File: config.mk
export PLATFORM = sky130hd
export DESIGN_NAME = bmi_measure_core
export DESIGN_NICKNAME = d
export VERILOG_FILES = /design/src/design/bmi_pkg.sv /design/src/design/bmi_measure_core.sv
export SDC_FILE = /design/constraint.sdc
export NUM_CORES = 2
export LEC_CHECK = 0
export BUFFER_PORTS_ARGS = -buffer_cell sky130_fd_sc_hd__buf_2
export CAP_MARGIN = 20
export CORE_ASPECT_RATIO = 1.25
export CORE_UTILIZATION = 50
export DETAILED_ROUTE_END_ITERATION = 6
export HOLD_SLACK_MARGIN = 0.02
export PLACE_DENSITY = 0.72
export SETUP_SLACK_MARGIN = 0.3
export SYNTH_ARGS = -nofsm -noshare
export SYNTH_HDL_FRONTEND = slang
export SYNTH_SLANG_ARGS = --single-unit
File: constraint.sdc
create_clock -name core_clk -period 9.9 [get_ports core_clk]
set_clock_uncertainty 0.05 [all_clocks]
set_input_delay 1.485 -clock core_clk [delete_from_list [all_inputs] [get_ports core_clk]]
set_output_delay 1.485 -clock core_clk [all_outputs]
set_load 0.01 [all_outputs]
File: src/design/bmi_pkg.sv
`default_nettype none
// ============================================================
// Shared constants for the measurement integrator
package bmi_pkg;

  // Clock and timing
  localparam int CLK_PERIOD_NS  = 10;
  localparam int FAST_BASE_NS   = 366000;
  localparam int FAST_BASE_CYC  = FAST_BASE_NS / CLK_PERIOD_NS;
  localparam int SLOW_PERIOD_MS = 250;
  localparam int SLOW_CYC       = SLOW_PERIOD_MS * 1000000 / CLK_PERIOD_NS;
  localparam int SECOND_NS      = 1000000000;
  localparam int SECOND_CYC     = SECOND_NS / CLK_PERIOD_NS;
  localparam int LP_SHIFT       = 4;
  localparam int SLOW_SHIFT     = 8;

  // Register word indices
  localparam logic [4:0] REG_CTRL      = 5'h00;
  localparam logic [4:0] REG_CELL_MAP  = 5'h01;
  localparam logic [4:0] REG_PROT_EN   = 5'h02;
  localparam logic [4:0] REG_PROT_AUTO = 5'h03;
  localparam logic [4:0] REG_CELL_TH   = 5'h04;
  localparam logic [4:0] REG_DIE_TH    = 5'h05;
  localparam logic [4:0] REG_FAULT     = 5'h06;
  localparam logic [4:0] REG_CMD       = 5'h07;
  localparam logic [4:0] REG_TRIM0     = 5'h08;
  localparam logic [4:0] REG_PWM       = 5'h0c;
  localparam logic [4:0] REG_CELL0     = 5'h10;
  localparam logic [4:0] REG_STACK     = 5'h17;
  localparam logic [4:0] REG_DIE_TEMP  = 5'h18;
  localparam logic [4:0] REG_TS        = 5'h19;
  localparam logic [4:0] REG_CURRENT   = 5'h1a;
  localparam logic [4:0] REG_FAST_RAW  = 5'h1b;
  localparam logic [4:0] REG_CHG_LO    = 5'h1c;
  localparam logic [4:0] REG_CHG_HI    = 5'h1d;
  localparam logic [4:0] REG_ACC_TIME  = 5'h1e;
  localparam logic [4:0] REG_STATUS    = 5'h1f;

  // Control register fields
  localparam int CTRL_GENERAL_ANALOG_INPUT    = 0;
  localparam int CTRL_RATE_LSB = 1;
  localparam int CTRL_LOWPWR   = 3;
  localparam int CTRL_PARALLEL = 4;
  localparam int CTRL_OT_SHDN  = 5;
  localparam int CTRL_CHG_ON   = 6;
  localparam int CTRL_DSG_ON   = 7;
  localparam int CTRL_PWM_EN   = 8;

  // Trim slots: offset in [15:0], gain in [31:16], unity gain 0x4000
  localparam int TRIM_CELL  = 0;
  localparam int TRIM_STACK = 1;
  localparam int TRIM_DIE   = 2;
  localparam int TRIM_CUR   = 3;
  localparam logic [31:0] TRIM_RST = 32'h4000_0000;

  // Reset values
  localparam logic [8:0]  CTRL_RST     = 9'h000;
  localparam logic [6:0]  CELL_MAP_RST = 7'h7f;
  localparam logic [31:0] CELL_TH_RST  = 32'h0bb8_1068;
  localparam logic [15:0] DIE_TH_RST   = 16'h0d48;

  // Fault bits and which FET each one blocks
  localparam int F_UV = 0;
  localparam int F_OV = 1;
  localparam int F_OCC = 2;
  localparam int F_OCD = 3;
  localparam int F_SCD = 4;
  localparam int F_DIE_OT = 5;
  localparam logic [5:0] CHG_BLOCK_MASK = 6'h26;
  localparam logic [5:0] DSG_BLOCK_MASK = 6'h39;

  // Converter channel codes; cells use 0..6
  localparam logic [3:0] CH_STACK = 4'h7;
  localparam logic [3:0] CH_DIE   = 4'h8;
  localparam logic [3:0] CH_TS    = 4'h9;
  localparam logic [3:0] CH_LDO   = 4'ha;
  localparam logic [3:0] CH_VSS   = 4'hb;
  localparam logic [2:0] SHARED_SLOT = 3'h7;
  localparam logic [2:0] SHARED_LAST = 3'h4;

  typedef enum logic [0:0] {SCAN_ISSUE, SCAN_WAIT} bmi_scan_type;

endpackage
`default_nettype wire

File: src/design/bmi_measure_core.sv
// Operation
// RULE_01: Unused cell inputs get no voltage protection.
// RULE_02: Cell results are 16-bit millivolt values.
// RULE_03: Config bit picks thermistor or analog input.
// RULE_04: Thermistor: pull-up only during conversion, LDO reference.
// RULE_05: Analog input: pull-up off, bandgap reference.
// RULE_06: Temperature pin result is raw 16-bit count.
// RULE_07: Fast filter: 24-bit result, four selectable intervals.
// RULE_08: Low power stretches every interval sixteen times.
// RULE_09: Slow filter: 16-bit current every 250ms or 4s.
// RULE_10: 48-bit charge, 16.32, plus 32-bit seconds.
// RULE_11: Host command clears charge and seconds together.
// RULE_12: Sleep holds charge and seconds unchanged.
// RULE_13: Charging current reads as positive.
// RULE_14: Die temperature converted each loop, reported; code converts it only in the shared slot of every fifth loop.
// RULE_15: Die over-limit turns FETs off, optional shutdown.
// RULE_16: Offset and gain trim before reporting, writable.
// RULE_17: Default current trim yields milliamps at 1 milliohm.
// RULE_18: Per-protection enable and autonomous FET choice.
// RULE_19: Monitor-only faults flag host; host recovers.
// RULE_20: Current faults from comparators, others from results.
// RULE_21: FET drives series or parallel, host PWM.
// RULE_22: Loop converts active cells then one shared slot.
// RULE_23: Result registers update atomically for reads.
`default_nettype none
module bmi_measure_core #(
  parameter int FAST_BASE   = bmi_pkg::FAST_BASE_CYC,
  parameter int SLOW_PERIOD = bmi_pkg::SLOW_CYC,
  parameter int SEC_PERIOD  = bmi_pkg::SECOND_CYC
) (
  // Clock, reset, enable
  input  wire logic        core_clk,
  input  wire logic        srst,
  input  wire logic        ce,
  // Avalon-MM register slave
  input  wire logic [4:0]  avs_address,
  input  wire logic        avs_read,
  input  wire logic        avs_write,
  input  wire logic [31:0] avs_writedata,
  input  wire logic [3:0]  avs_byteenable,
  output logic      [31:0] avs_readdata,
  output logic             avs_waitrequest,
  // Voltage converter
  output logic             conv_req,
  output logic      [3:0]  conv_chan,
  output logic             adc_ref_ldo,
  output logic             ts_pullup_en,
  input  wire logic        conv_done,
  input  wire logic [15:0] conv_raw,
  // Coulomb counter modulator and comparators
  input  wire logic        cc_valid,
  input  wire logic        cc_bit,
  input  wire logic        occ_cmp,
  input  wire logic        ocd_cmp,
  input  wire logic        short_circuit_discharge,
  // Power mode and FET drives
  input  wire logic        sleep_mode,
  output logic             charge_fet_drive,
  output logic             discharge_fet_drive,
  output logic             shutdown_req
);
  import bmi_pkg::*;

  // ==========================================================
  // Functions
  // Offset then gain (2.14) correction of a signed raw value
  function automatic logic [15:0] trim_fn(input logic [15:0] raw,
                                          input logic [31:0] t);
    logic signed [16:0] d;
    logic signed [33:0] p;
    d = $signed({raw[15], raw}) - $signed({t[15], t[15:0]});
    p = d * $signed({1'b0, t[31:16]});
    trim_fn = p[29:14];
  endfunction

  // First used cell at or above a start index, else shared slot
  function automatic logic [2:0] next_slot(input logic [6:0] map,
                                           input logic [3:0] from);
    logic [2:0] r;
    r = SHARED_SLOT;
    for (int i = 6; i >= 0; i--) begin
      if (4'(i) >= from && map[i]) begin
        r = 3'(i);
      end
    end
    next_slot = r;
  endfunction

  // Byte-enable merge of a bus write
  function automatic logic [31:0] merge(input logic [31:0] old,
                                        input logic [31:0] wd,
                                        input logic [3:0]  be);
    logic [31:0] r;
    r = old;
    for (int b = 0; b < 4; b++) begin
      if (be[b]) begin
        r[8*b +: 8] = wd[8*b +: 8];
      end
    end
    merge = r;
  endfunction

  // ==========================================================
  // State
  logic [8:0]   ctrl;
  logic [6:0]   cell_map;
  logic [5:0]   prot_en;
  logic [5:0]   prot_auto;
  logic [31:0]  cell_th;
  logic [15:0]  die_th;
  logic [5:0]   fault;
  logic [31:0]  trim [0:3];
  logic [7:0]   pwm_duty;
  logic [7:0]   pwm_cnt;
  logic [15:0]  cell_v [0:6];
  logic [15:0]  stack_v;
  logic [15:0]  die_temp;
  logic [15:0]  ts_result;
  logic [15:0]  current;
  logic [23:0]  fast_raw;
  logic [23:0]  fast_sum;
  logic [31:0]  fast_cnt;
  logic [31:0]  slow_sum;
  logic [31:0]  slow_cnt;
  logic [47:0]  charge;
  logic [15:0]  charge_shadow;
  logic [31:0]  acc_time;
  logic [31:0]  sec_cnt;
  logic         ack;
  logic [2:0]   slot;
  logic [2:0]   shared_sel;
  bmi_scan_type scan_state;

  // ==========================================================
  // Bus decode: one wait cycle, answer in the next
  logic        rd_take;
  logic        wr_fire;
  logic        clear_fire;
  logic [31:0] wr_word;
  logic [31:0] view [0:31];
  assign avs_waitrequest = (avs_read | avs_write) & ~ack;
  assign rd_take    = avs_read & ~ack;
  assign wr_fire    = avs_write & ack;
  assign clear_fire = wr_fire && avs_address == REG_CMD
                      && avs_byteenable[0] && avs_writedata[0];
  assign wr_word    = merge(view[avs_address], avs_writedata,
                            avs_byteenable);

  // Read view of every word; unmapped words read zero
  always_comb begin
    for (int k = 0; k < 32; k++) begin
      view[k] = 32'h0000_0000;
    end
    view[REG_CTRL]      = {23'h0, ctrl};
    view[REG_CELL_MAP]  = {25'h0, cell_map};
    view[REG_PROT_EN]   = {26'h0, prot_en};
    view[REG_PROT_AUTO] = {26'h0, prot_auto};
    view[REG_CELL_TH]   = cell_th;
    view[REG_DIE_TH]    = {16'h0, die_th};
    view[REG_FAULT]     = {26'h0, fault};
    view[REG_PWM]       = {24'h0, pwm_duty};
    for (int k = 0; k < 4; k++) begin
      view[REG_TRIM0 + 5'(k)] = trim[k];
    end
    for (int k = 0; k < 7; k++) begin
      view[REG_CELL0 + 5'(k)] = {16'h0, cell_v[k]}; // RULE_02
    end
    view[REG_STACK]     = {16'h0, stack_v};
    view[REG_DIE_TEMP]  = {16'h0, die_temp}; // RULE_14
    view[REG_TS]        = {16'h0, ts_result};
    view[REG_CURRENT]   = {16'h0, current};
    view[REG_FAST_RAW]  = {{8{fast_raw[23]}}, fast_raw};
    view[REG_CHG_LO]    = charge[31:0];
    view[REG_CHG_HI]    = {16'h0, charge_shadow};
    view[REG_ACC_TIME]  = acc_time;
    view[REG_STATUS]    = {26'h0, shutdown_req, discharge_fet_drive,
                           charge_fet_drive, sleep_mode,
                           ctrl[CTRL_LOWPWR], conv_req};
  end

  // Acknowledge, read data and charge high-word snapshot
  always_ff @(posedge core_clk) begin
    if (srst) begin
      ack           <= 1'b0;
      avs_readdata  <= 32'h0000_0000;
      charge_shadow <= 16'h0000;
    end else if (ce) begin
      ack <= (avs_read | avs_write) & ~ack;
      if (rd_take) begin
        avs_readdata <= view[avs_address];
      end
      if (rd_take && avs_address == REG_CHG_LO) begin
        charge_shadow <= charge[47:32]; // RULE_23
      end
    end
  end

  // Configuration and trim registers
  always_ff @(posedge core_clk) begin
    if (srst) begin
      ctrl      <= CTRL_RST;
      cell_map  <= CELL_MAP_RST;
      prot_en   <= 6'h00;
      prot_auto <= 6'h00;
      cell_th   <= CELL_TH_RST;
      die_th    <= DIE_TH_RST;
      pwm_duty  <= 8'h00;
      for (int k = 0; k < 4; k++) begin
        trim[k] <= TRIM_RST; // RULE_17
      end
    end else if (ce && wr_fire) begin
      case (avs_address)
        REG_CTRL:      ctrl      <= wr_word[8:0]; // RULE_03
        REG_CELL_MAP:  cell_map  <= wr_word[6:0];
        REG_PROT_EN:   prot_en   <= wr_word[5:0]; // RULE_18
        REG_PROT_AUTO: prot_auto <= wr_word[5:0]; // RULE_18
        REG_CELL_TH:   cell_th   <= wr_word;
        REG_DIE_TH:    die_th    <= wr_word[15:0];
        REG_PWM:       pwm_duty  <= wr_word[7:0];
        default: begin
          if (avs_address[4:2] == REG_TRIM0[4:2]) begin
            trim[avs_address[1:0]] <= wr_word; // RULE_16
          end
        end
      endcase
    end
  end

  // ==========================================================
  // Scan loop: used cells, then one rotating shared slot
  logic       slot_ok;
  logic       is_ts;
  logic [5:0] ev;
  logic [15:0] cell_new;
  assign slot_ok  = slot == SHARED_SLOT || cell_map[slot]; // RULE_01
  assign conv_req = scan_state == SCAN_ISSUE && slot_ok;
  assign conv_chan = (slot != SHARED_SLOT) ? {1'b0, slot} :
                     (shared_sel == 3'h0) ? CH_DIE :
                     (shared_sel == 3'h1) ? CH_TS :
                     (shared_sel == 3'h2) ? CH_STACK :
                     (shared_sel == 3'h3) ? CH_LDO : CH_VSS;
  assign is_ts        = conv_chan == CH_TS;
  assign adc_ref_ldo  = is_ts && !ctrl[CTRL_GENERAL_ANALOG_INPUT]; // RULE_04 RULE_05
  assign ts_pullup_en = is_ts && !ctrl[CTRL_GENERAL_ANALOG_INPUT]
                        && scan_state == SCAN_WAIT; // RULE_04 RULE_05
  assign cell_new = trim_fn(conv_raw, trim[TRIM_CELL]);

  always_ff @(posedge core_clk) begin
    if (srst) begin
      scan_state <= SCAN_ISSUE;
      slot       <= 3'h0;
      shared_sel <= 3'h0;
      stack_v    <= 16'h0000;
      die_temp   <= 16'h0000;
      ts_result  <= 16'h0000;
      for (int k = 0; k < 7; k++) begin
        cell_v[k] <= 16'h0000;
      end
    end else if (ce) begin
      case (scan_state)
        SCAN_ISSUE: begin
          if (slot_ok) begin
            scan_state <= SCAN_WAIT;
          end else begin
            slot <= next_slot(cell_map, {1'b0, slot} + 4'h1);
          end
        end
        SCAN_WAIT: begin
          if (conv_done) begin
            scan_state <= SCAN_ISSUE;
            if (slot == SHARED_SLOT) begin // RULE_22
              shared_sel <= (shared_sel == SHARED_LAST) ? 3'h0
                            : shared_sel + 3'h1;
              slot <= next_slot(cell_map, 4'h0);
            end else begin
              slot <= next_slot(cell_map, {1'b0, slot} + 4'h1);
              cell_v[slot] <= cell_new; // RULE_02 RULE_16
            end
            if (conv_chan == CH_STACK) begin
              stack_v <= trim_fn(conv_raw, trim[TRIM_STACK]);
            end
            if (conv_chan == CH_DIE) begin
              die_temp <= trim_fn(conv_raw, trim[TRIM_DIE]); // RULE_14
            end
            if (is_ts) begin
              ts_result <= conv_raw; // RULE_06
            end
          end
        end
        default: scan_state <= SCAN_ISSUE;
      endcase
    end
  end

  // ==========================================================
  // Protection events, sticky fault flags (set beats clear)
  logic       cell_done;
  logic [5:0] fault_clr;
  // Write-one-to-clear acts only on an enabled byte lane
  assign fault_clr = avs_byteenable[0] ? avs_writedata[5:0] : 6'h00;
  assign cell_done = scan_state == SCAN_WAIT && conv_done
                     && slot != SHARED_SLOT && cell_map[slot]; // RULE_01
  assign ev[F_UV] = prot_en[F_UV] && cell_done
                    && $signed(cell_new) < $signed(cell_th[31:16]);
  assign ev[F_OV] = prot_en[F_OV] && cell_done
                    && $signed(cell_new) > $signed(cell_th[15:0]);
  assign ev[F_OCC] = prot_en[F_OCC] && occ_cmp; // RULE_20
  assign ev[F_OCD] = prot_en[F_OCD] && ocd_cmp; // RULE_20
  assign ev[F_SCD] = prot_en[F_SCD] && short_circuit_discharge;
  assign ev[F_DIE_OT] = prot_en[F_DIE_OT] && scan_state == SCAN_WAIT
      && conv_done && conv_chan == CH_DIE
      && $signed(trim_fn(conv_raw, trim[TRIM_DIE]))
         > $signed(die_th); // RULE_15

  always_ff @(posedge core_clk) begin
    if (srst) begin
      fault        <= 6'h00;
      shutdown_req <= 1'b0;
    end else if (ce) begin
      if (wr_fire && avs_address == REG_FAULT) begin
        fault <= (fault & ~fault_clr) | ev; // RULE_19
      end else begin
        fault <= fault | ev; // RULE_19
      end
      if (ev[F_DIE_OT] && ctrl[CTRL_OT_SHDN]) begin
        shutdown_req <= 1'b1; // RULE_15
      end
    end
  end

  // ==========================================================
  // FET drives: host enables, PWM, autonomous fault blocking
  logic [5:0] auto_f;
  logic       block_chg;
  logic       block_dsg;
  logic       pwm_on;
  assign auto_f    = fault & prot_auto; // RULE_18
  assign block_chg = ctrl[CTRL_PARALLEL] ? |(auto_f & CHG_BLOCK_MASK)
                                         : |auto_f; // RULE_21
  assign block_dsg = ctrl[CTRL_PARALLEL] ? |(auto_f & DSG_BLOCK_MASK)
                                         : |auto_f; // RULE_21
  assign pwm_on    = !ctrl[CTRL_PWM_EN] || pwm_cnt < pwm_duty;

  always_ff @(posedge core_clk) begin
    if (srst) begin
      pwm_cnt             <= 8'h00;
      charge_fet_drive    <= 1'b0;
      discharge_fet_drive <= 1'b0;
    end else if (ce) begin
      pwm_cnt <= pwm_cnt + 8'h01;
      charge_fet_drive <= ctrl[CTRL_CHG_ON] && pwm_on
                          && !block_chg && !shutdown_req; // RULE_15
      discharge_fet_drive <= ctrl[CTRL_DSG_ON] && pwm_on
                             && !block_dsg && !shutdown_req; // RULE_21
    end
  end

  // ==========================================================
  // Coulomb counter filters, charge and seconds integration
  logic        lp;
  logic [31:0] fast_ival;
  logic [31:0] slow_ival;
  logic [15:0] cur_new;
  logic [47:0] cur_ext;
  logic [47:0] charge_inc;
  logic        slow_end;
  assign lp        = ctrl[CTRL_LOWPWR];
  assign fast_ival = 32'(FAST_BASE) << ({3'h0, ctrl[2:1]}
                     + (lp ? 5'(LP_SHIFT) : 5'h00)); // RULE_07 RULE_08
  assign slow_ival = lp ? (32'(SLOW_PERIOD) << LP_SHIFT)
                        : 32'(SLOW_PERIOD); // RULE_09
  assign slow_end  = slow_cnt >= slow_ival - 32'h1;
  assign cur_new   = trim_fn(slow_sum[SLOW_SHIFT +: 16],
                             trim[TRIM_CUR]); // RULE_16 RULE_17
  assign cur_ext   = {{32{cur_new[15]}}, cur_new};
  assign charge_inc = lp ? (cur_ext << 34) : (cur_ext << 30);

  always_ff @(posedge core_clk) begin
    if (srst) begin
      fast_cnt <= 32'h0;
      fast_sum <= 24'h0;
      fast_raw <= 24'h0;
      slow_cnt <= 32'h0;
      slow_sum <= 32'h0;
      current  <= 16'h0;
    end else if (ce) begin
      // Positive bit means sense_input_pos above sense_input_neg
      if (fast_cnt >= fast_ival - 32'h1) begin
        fast_raw <= fast_sum; // RULE_07
        fast_sum <= 24'h0;
        fast_cnt <= 32'h0;
      end else begin
        fast_cnt <= fast_cnt + 32'h1;
        if (cc_valid) begin
          fast_sum <= cc_bit ? fast_sum + 24'h1
                             : fast_sum - 24'h1; // RULE_13
        end
      end
      if (slow_end) begin
        current  <= cur_new; // RULE_09
        slow_sum <= 32'h0;
        slow_cnt <= 32'h0;
      end else begin
        slow_cnt <= slow_cnt + 32'h1;
        if (cc_valid) begin
          slow_sum <= cc_bit ? slow_sum + 32'h1
                             : slow_sum - 32'h1; // RULE_13
        end
      end
    end
  end

  // Passed charge (16.32) and elapsed seconds
  always_ff @(posedge core_clk) begin
    if (srst) begin
      charge   <= 48'h0;
      acc_time <= 32'h0;
      sec_cnt  <= 32'h0;
    end else if (ce) begin
      if (clear_fire) begin
        charge   <= 48'h0; // RULE_11
        acc_time <= 32'h0; // RULE_11
        sec_cnt  <= 32'h0;
      end else if (!sleep_mode) begin // RULE_12
        if (slow_end) begin
          charge <= charge + charge_inc; // RULE_10
        end
        if (sec_cnt >= 32'(SEC_PERIOD) - 32'h1) begin
          sec_cnt  <= 32'h0;
          acc_time <= acc_time + 32'h1; // RULE_10
        end else begin
          sec_cnt <= sec_cnt + 32'h1;
        end
      end
    end
  end
endmodule
`default_nettype wire

Yosys cells after proc, flatten, opt, wreduce, memory -nomap -nowiden --
Memories as Yosys holds them, arrays and structs flattened. Index checks and enable logic that the tools add are counted. Widths: inputs -> output; s select.
Word-level totals: memories kept 2, register bits after elaboration 477, output and inout bits 43, memory bits (writable) 240, bits of input ports 69
Cells by class: bitwise logic cells 12, shifts and indexed selects 1, muxes and demuxes 79, reductions and logical operators 78, $mul 4, equal/unequal tests 22, $lt $le $gt $ge 16, add/sub/neg operators 19
Memory list:
- trim | depth 4, width 32, read ports 4, clocked after Yosys merged registers in 0, wr ports 4, line bmi_measure_core.sv:112 | logic [31:0] trim [0:3];
- cell_v | depth 7, width 16, read ports 7, clocked after Yosys merged registers in 0, wr ports 7, line bmi_measure_core.sv:115 | logic [15:0] cell_v [0:6];
Operators by type and width (count):
- $mux 32 | 14
- $mux 48 | 4
- $add 32x1->32 const B | 5
- $bmux 32 s5 | 1
- $mul 17x17->30 | 4
- $mux 24 | 3
- $sub 16x16->17 | 4
- $ge 32x32->1 | 2
- $sub 32x1->32 const B | 2
- $mux 3 | 18
- $add 48x48->48 | 1
- $logic_and 1x1->1 | 37
- $ge 32x27->1 const B | 1
- $gt 16x16->1 | 2
- $mux 8 | 4
- $reduce_or 32->1 | 1
- $shl 16x4->32 const A | 1
- $reduce_and 2->1 | 15
- $sub 29x1->30 const B | 1
- $mux 29 | 1
- $add 24x1->24 const B | 1
- $sub 24x1->24 const B | 1
- $mux 1 | 23
- $eq 5x3->1 const B | 4
- 49 further kinds | 81

Logic depth before layout (Yosys ltp) --
depth in word-level cells 13, mapped depth 45, gate-level depth less buffers 45

Worst setup path before layout --
No wires, ideal clock.
kind input to register, start in conv_raw[1], end reg fault[0], stages 41, arrival time 10471 ps, slack -708 ps, library setup time 87 ps, cells stage by stage ha_1 -> nor2b_1 -> o21ai_0 -> a21boi_0 -> o21a_1 -> o21a_1 -> o21ai_0 -> nand2b_1 -> a21o_1 -> a21oi_1 -> xnor2_1 -> clkbuf_1 -> nand2_1 -> fa_1 -> fa_1 -> inv_1 -> fa_1 -> ha_1 -> (+5 left out) -> a21o_1 -> a21o_1 -> a2111oi_0 -> o211ai_1 -> a31oi_1 -> a2bb2oi_2 -> nor2b_1 -> o21ba_2 -> xor2_1 -> inv_1 -> ha_1 -> a21o_1 -> a21o_1 -> a21oi_1 -> o21ai_0 -> a21oi_1 -> mux2_2 -> o31ai_1
Between the ends: longest elaborated chain between the ends 6, elaborated cells on any way between the ends 7, classes of those cells 1 x add/sub; 1 x mul; 1 x order compare; 1 x mux; 2 x bitwise; 1 x reduce/logical
Ends and longest elaborated chain:
- start, declared | line bmi_measure_core.sv:49 | input wire logic [15:0] conv_raw,
- $sub 16x16->17 * | line bmi_measure_core.sv:71 | d = $signed({raw[15], raw}) - $signed({t[15], t[15:0]});
- $mul 17x17->30 * | line bmi_measure_core.sv:72 | p = d * $signed({1'b0, t[31:16]});
- $lt 16x16->1 * | line bmi_measure_core.sv:304 | && $signed(cell_new) < $signed(cell_th[31:16]);
- $logic_and 1x1->1 * | line bmi_measure_core.sv:304
- $or 6x6->6 (on tied branches) | line bmi_measure_core.sv:323, bmi_measure_core.sv:321
- $mux 6 * | line bmi_measure_core.sv:320 | if (wr_fire && avs_address == REG_FAULT) begin
- end signal, assigned | line bmi_measure_core.sv:321 | fault <= (fault & ~fault_clr) | ev;
- end signal, assigned | line bmi_measure_core.sv:323 | fault <= fault | ev;
- end, declared | line bmi_measure_core.sv:111 | logic [5:0] fault;
Every way passes the cells marked *; elsewhere a longest branch is shown, timed or not. A chain may end at the register's enable or synchronous reset.

Worst setup path in the final report --
start in conv_raw[8], end reg fault[0]
Same word-level chain as after synthesis.

==> impl_metrics.toml <==
[worst_setup_path]
arrival_ps = 10210
path_class = "primary input to flop"
worst_path_max_delay_cell = "fa_1"
reg2regPathDepth = 45
cp.required_ps = 10420
cp_common_cell = "fa_1"
end_kind = "flop"
crit_path_max_incr_delay_ps = 530
regToRegStartpoint = "trim[3][6]"
timing.rr.end = "charge[46]"
r2r_slack_ps = 220
start_kind = "primary input"
cp_max_fo = 4

[timing]
tightest_slew_ps = 1210
rsz0062_at_grt = "yes"
setup-violations-final = 0
post-route-period-util_pct = 97.9
max_slew_margin_pct = 18.7
fin_setup_tns_ps = 0
finalHoldViolations = 0
fmax_ghz = 0.103
final_max_slew_viol_count = 0
period_minus_slack_ps = 9690

[floorplan]
die-width_um = 347
core_area_um2 = 147000
core.rowCount = 157
initial_utilization_pct = 50.6
die_area_um2 = 150000
pin_count = 112
dieHeight_um = 433

[placement]
place_hpwl_um = 185000
io_buffer_count = 111
placed_cells_incl_taps = 10400
routabilityCongestion = 1.03

[finish]
regArea_um2 = 15800
final_nets = 10300
stdcell_count = 10600
multi_input_area_um2 = 53500
area_growth_pct = 14.3
drive_gt1_share_pct = 14.2
fillCellCount = 12600

[drt]
post-route-drc-count = 0
dr.max_layer_used = "met5"
drt-total-wl_um = 234000
met1Wirelength_um = 84200
dr.pass1.iters = 6
avgRoutedWirePerCell_um = 22.0
wl_met3_um = 20200
met2_length_um = 112000
ant_nets = 0
routed_via_density = 5.70
dr.first_iter.drc_count = 5555
vias = 60700

[clock_tree]
htreeDepth = 3
cts_tree = "done"
clock-sinks = 679
cts_buffers = 70
clkSlewWorstSetupHoldPaths_ps = 70
cts_root_buf = "clkbuf_16"
clock_latency_ps = 650
postCtsHoldBufs = 0
clock_path_buffers = 3

[logic_synthesis]
seq_area_frac_synth_pct = 21.3
synthTopCellsByCount = "inv_1 (1,431), fa_1 (999), nand2_1 (926), nor2_1 (785), ha_1 (542)"
synth.area.top_cells = "fa_1 (27%), dfxtp_1 (12%), ha_1 (9.1%), edfxtp_1 (9.0%), inv_1 (7.2%)"
synth_edf_count = 224
ys_seq_elements = 679
synthCells = 8227
syn_avg_cell_area_um2 = 9.04
synth_area_leader_cell = "fa_1"
synth-async-reset-ratio_pct = 0
synth_top_cell_area_share_pct = 26.9
synth_cell_types = 92
ys.warnings.count = 0
synthesis.area_um2 = 74300
synth_most_common_cell = "inv_1"
synthFlopType = "dfxtp_1"

[global_routing]
gr-total-overflow = 0
grt_max_degree = 80
grtUsageTotal_pct = 31.4
grt_pass1_vias = 63100
grt_first_pass_wirelength_um = 361000
antenna_found_initial = 18

[flow_run]
maxCapViolations = 0

[status]
status = "finished clean"

[min_path]
hold_end = "avs_readdata[19]"
min_path_cells = 2
hp-class = "flop to flop"
hold_start = "avs_readdata[19]"
-- routing by layer --
metal  GRT usage [%]  vias up
met1            37.2    30300
li1                -    27000
met3            5.41      751
met2            52.6     2636
met4            20.6       20
met5               0        -
-- stage by stage --
step	utilization, %	area [um2]	setup slack, ps	hold slack, ps
CTS	57.1	83900	224	402
floorplan	-	74700	12.8	379
global placement	54.7	80400	-552	391
finish	57.8	85000	210	401
global route	57.8	85000	-175	415
detailed placement	54.8	80500	-683	393
-- layout make-up --
type / count / area share (%)
antenna: 6 / 0.0177
clock buffer: 92 / 2.27
clock inverter: 36 / 0.470
inverter: 1433 / 6.33
multi-input combinational: 5759 / 62.9
sequential: 679 / 18.6
tap: 1908 / 2.81
timing repair buffer: 730 / 6.55
-- worst max path at each step --
stage	from	to	slack, ps	cells past startpoint
finish	conv_raw[8]	fault[0]	210	40
global route	conv_raw[8]	fault[0]	-180	40
CTS	trim[3][5]	charge[47]	220	36
detailed placement	conv_raw[1]	fault[0]	-680	40
global placement	conv_raw[1]	fault[0]	-550	43
floorplan	conv_raw[1]	fault[0]	10	39
-- cells in the final DEF (no fill, tap or decap), types with 18 or more instances in the layout --
cell,count
a211o_1,29
a211oi_1,66
a21o_1,81
a21oi_1,297
a21oi_2,34
a221oi_1,23
a22oi_1,23
and2_1,414
and3_1,40
buf_2,103
buf_4,582
buf_6,25
clkbuf_16,71
dfxtp_1,455
edfxtp_1,224
fa_1,984
ha_1,492
ha_4,45
inv_1,1408
inv_2,23
mux2i_1,90
mux4_2,92
nand2_1,922
nand2b_1,84
nand3_1,94
nand4_1,54
nor2_1,767
nor2b_1,101
nor3_1,61
o21a_1,46
o21ai_0,148
o21ai_1,18
o21ai_2,18
o21bai_1,19
or3_1,33
xnor2_1,184
xnor2_2,21
xor2_1,110
-- state kept, by name, summed over array words and instances (netlist names), 18 cells and up --
signal,cells
fast_sum,24
fast_cnt,32
charge,18
cell_v,112
fast_raw,24
cell_th,32
slow_cnt,32
sec_cnt,32
trim,128
avs_readdata,32
acc_time,32
slow_sum,24
-- cell families after synthesis --
family | synth area share [%]
other | 0.00504
and+or+nand+nor | 16.9
AOI/OAI and AO/OA | 8.60
adders and majority gates | 36.0
DFF | 21.3
xor gates and xnor gates | 3.91
muxes | 4.20
buffers and inverters | 9.11
-- timing repair --
item                                    4_1_cts  5_1_grt
buffers inserted                             60       27
gates resized for setup                     137      183
endpoints found under the setup margin       14       19
pin swaps                                   133      157
-- critical path: cells and delay by family --
| kind | cells | cell delay [ps] |
|---|---|---|
| adders and majority gates | 9 | 3810 |
| AOI/OAI and AO/OA | 15 | 2800 |
| and+or+nand+nor | 3 | 510 |
| xor gates and xnor gates | 2 | 230 |
| buffers and inverters | 10 | 1040 |
| muxes | 1 | 320 |
Power is not shown: default switching activity piles up to over one toggle a cycle in this logic, so the estimate is an artifact.
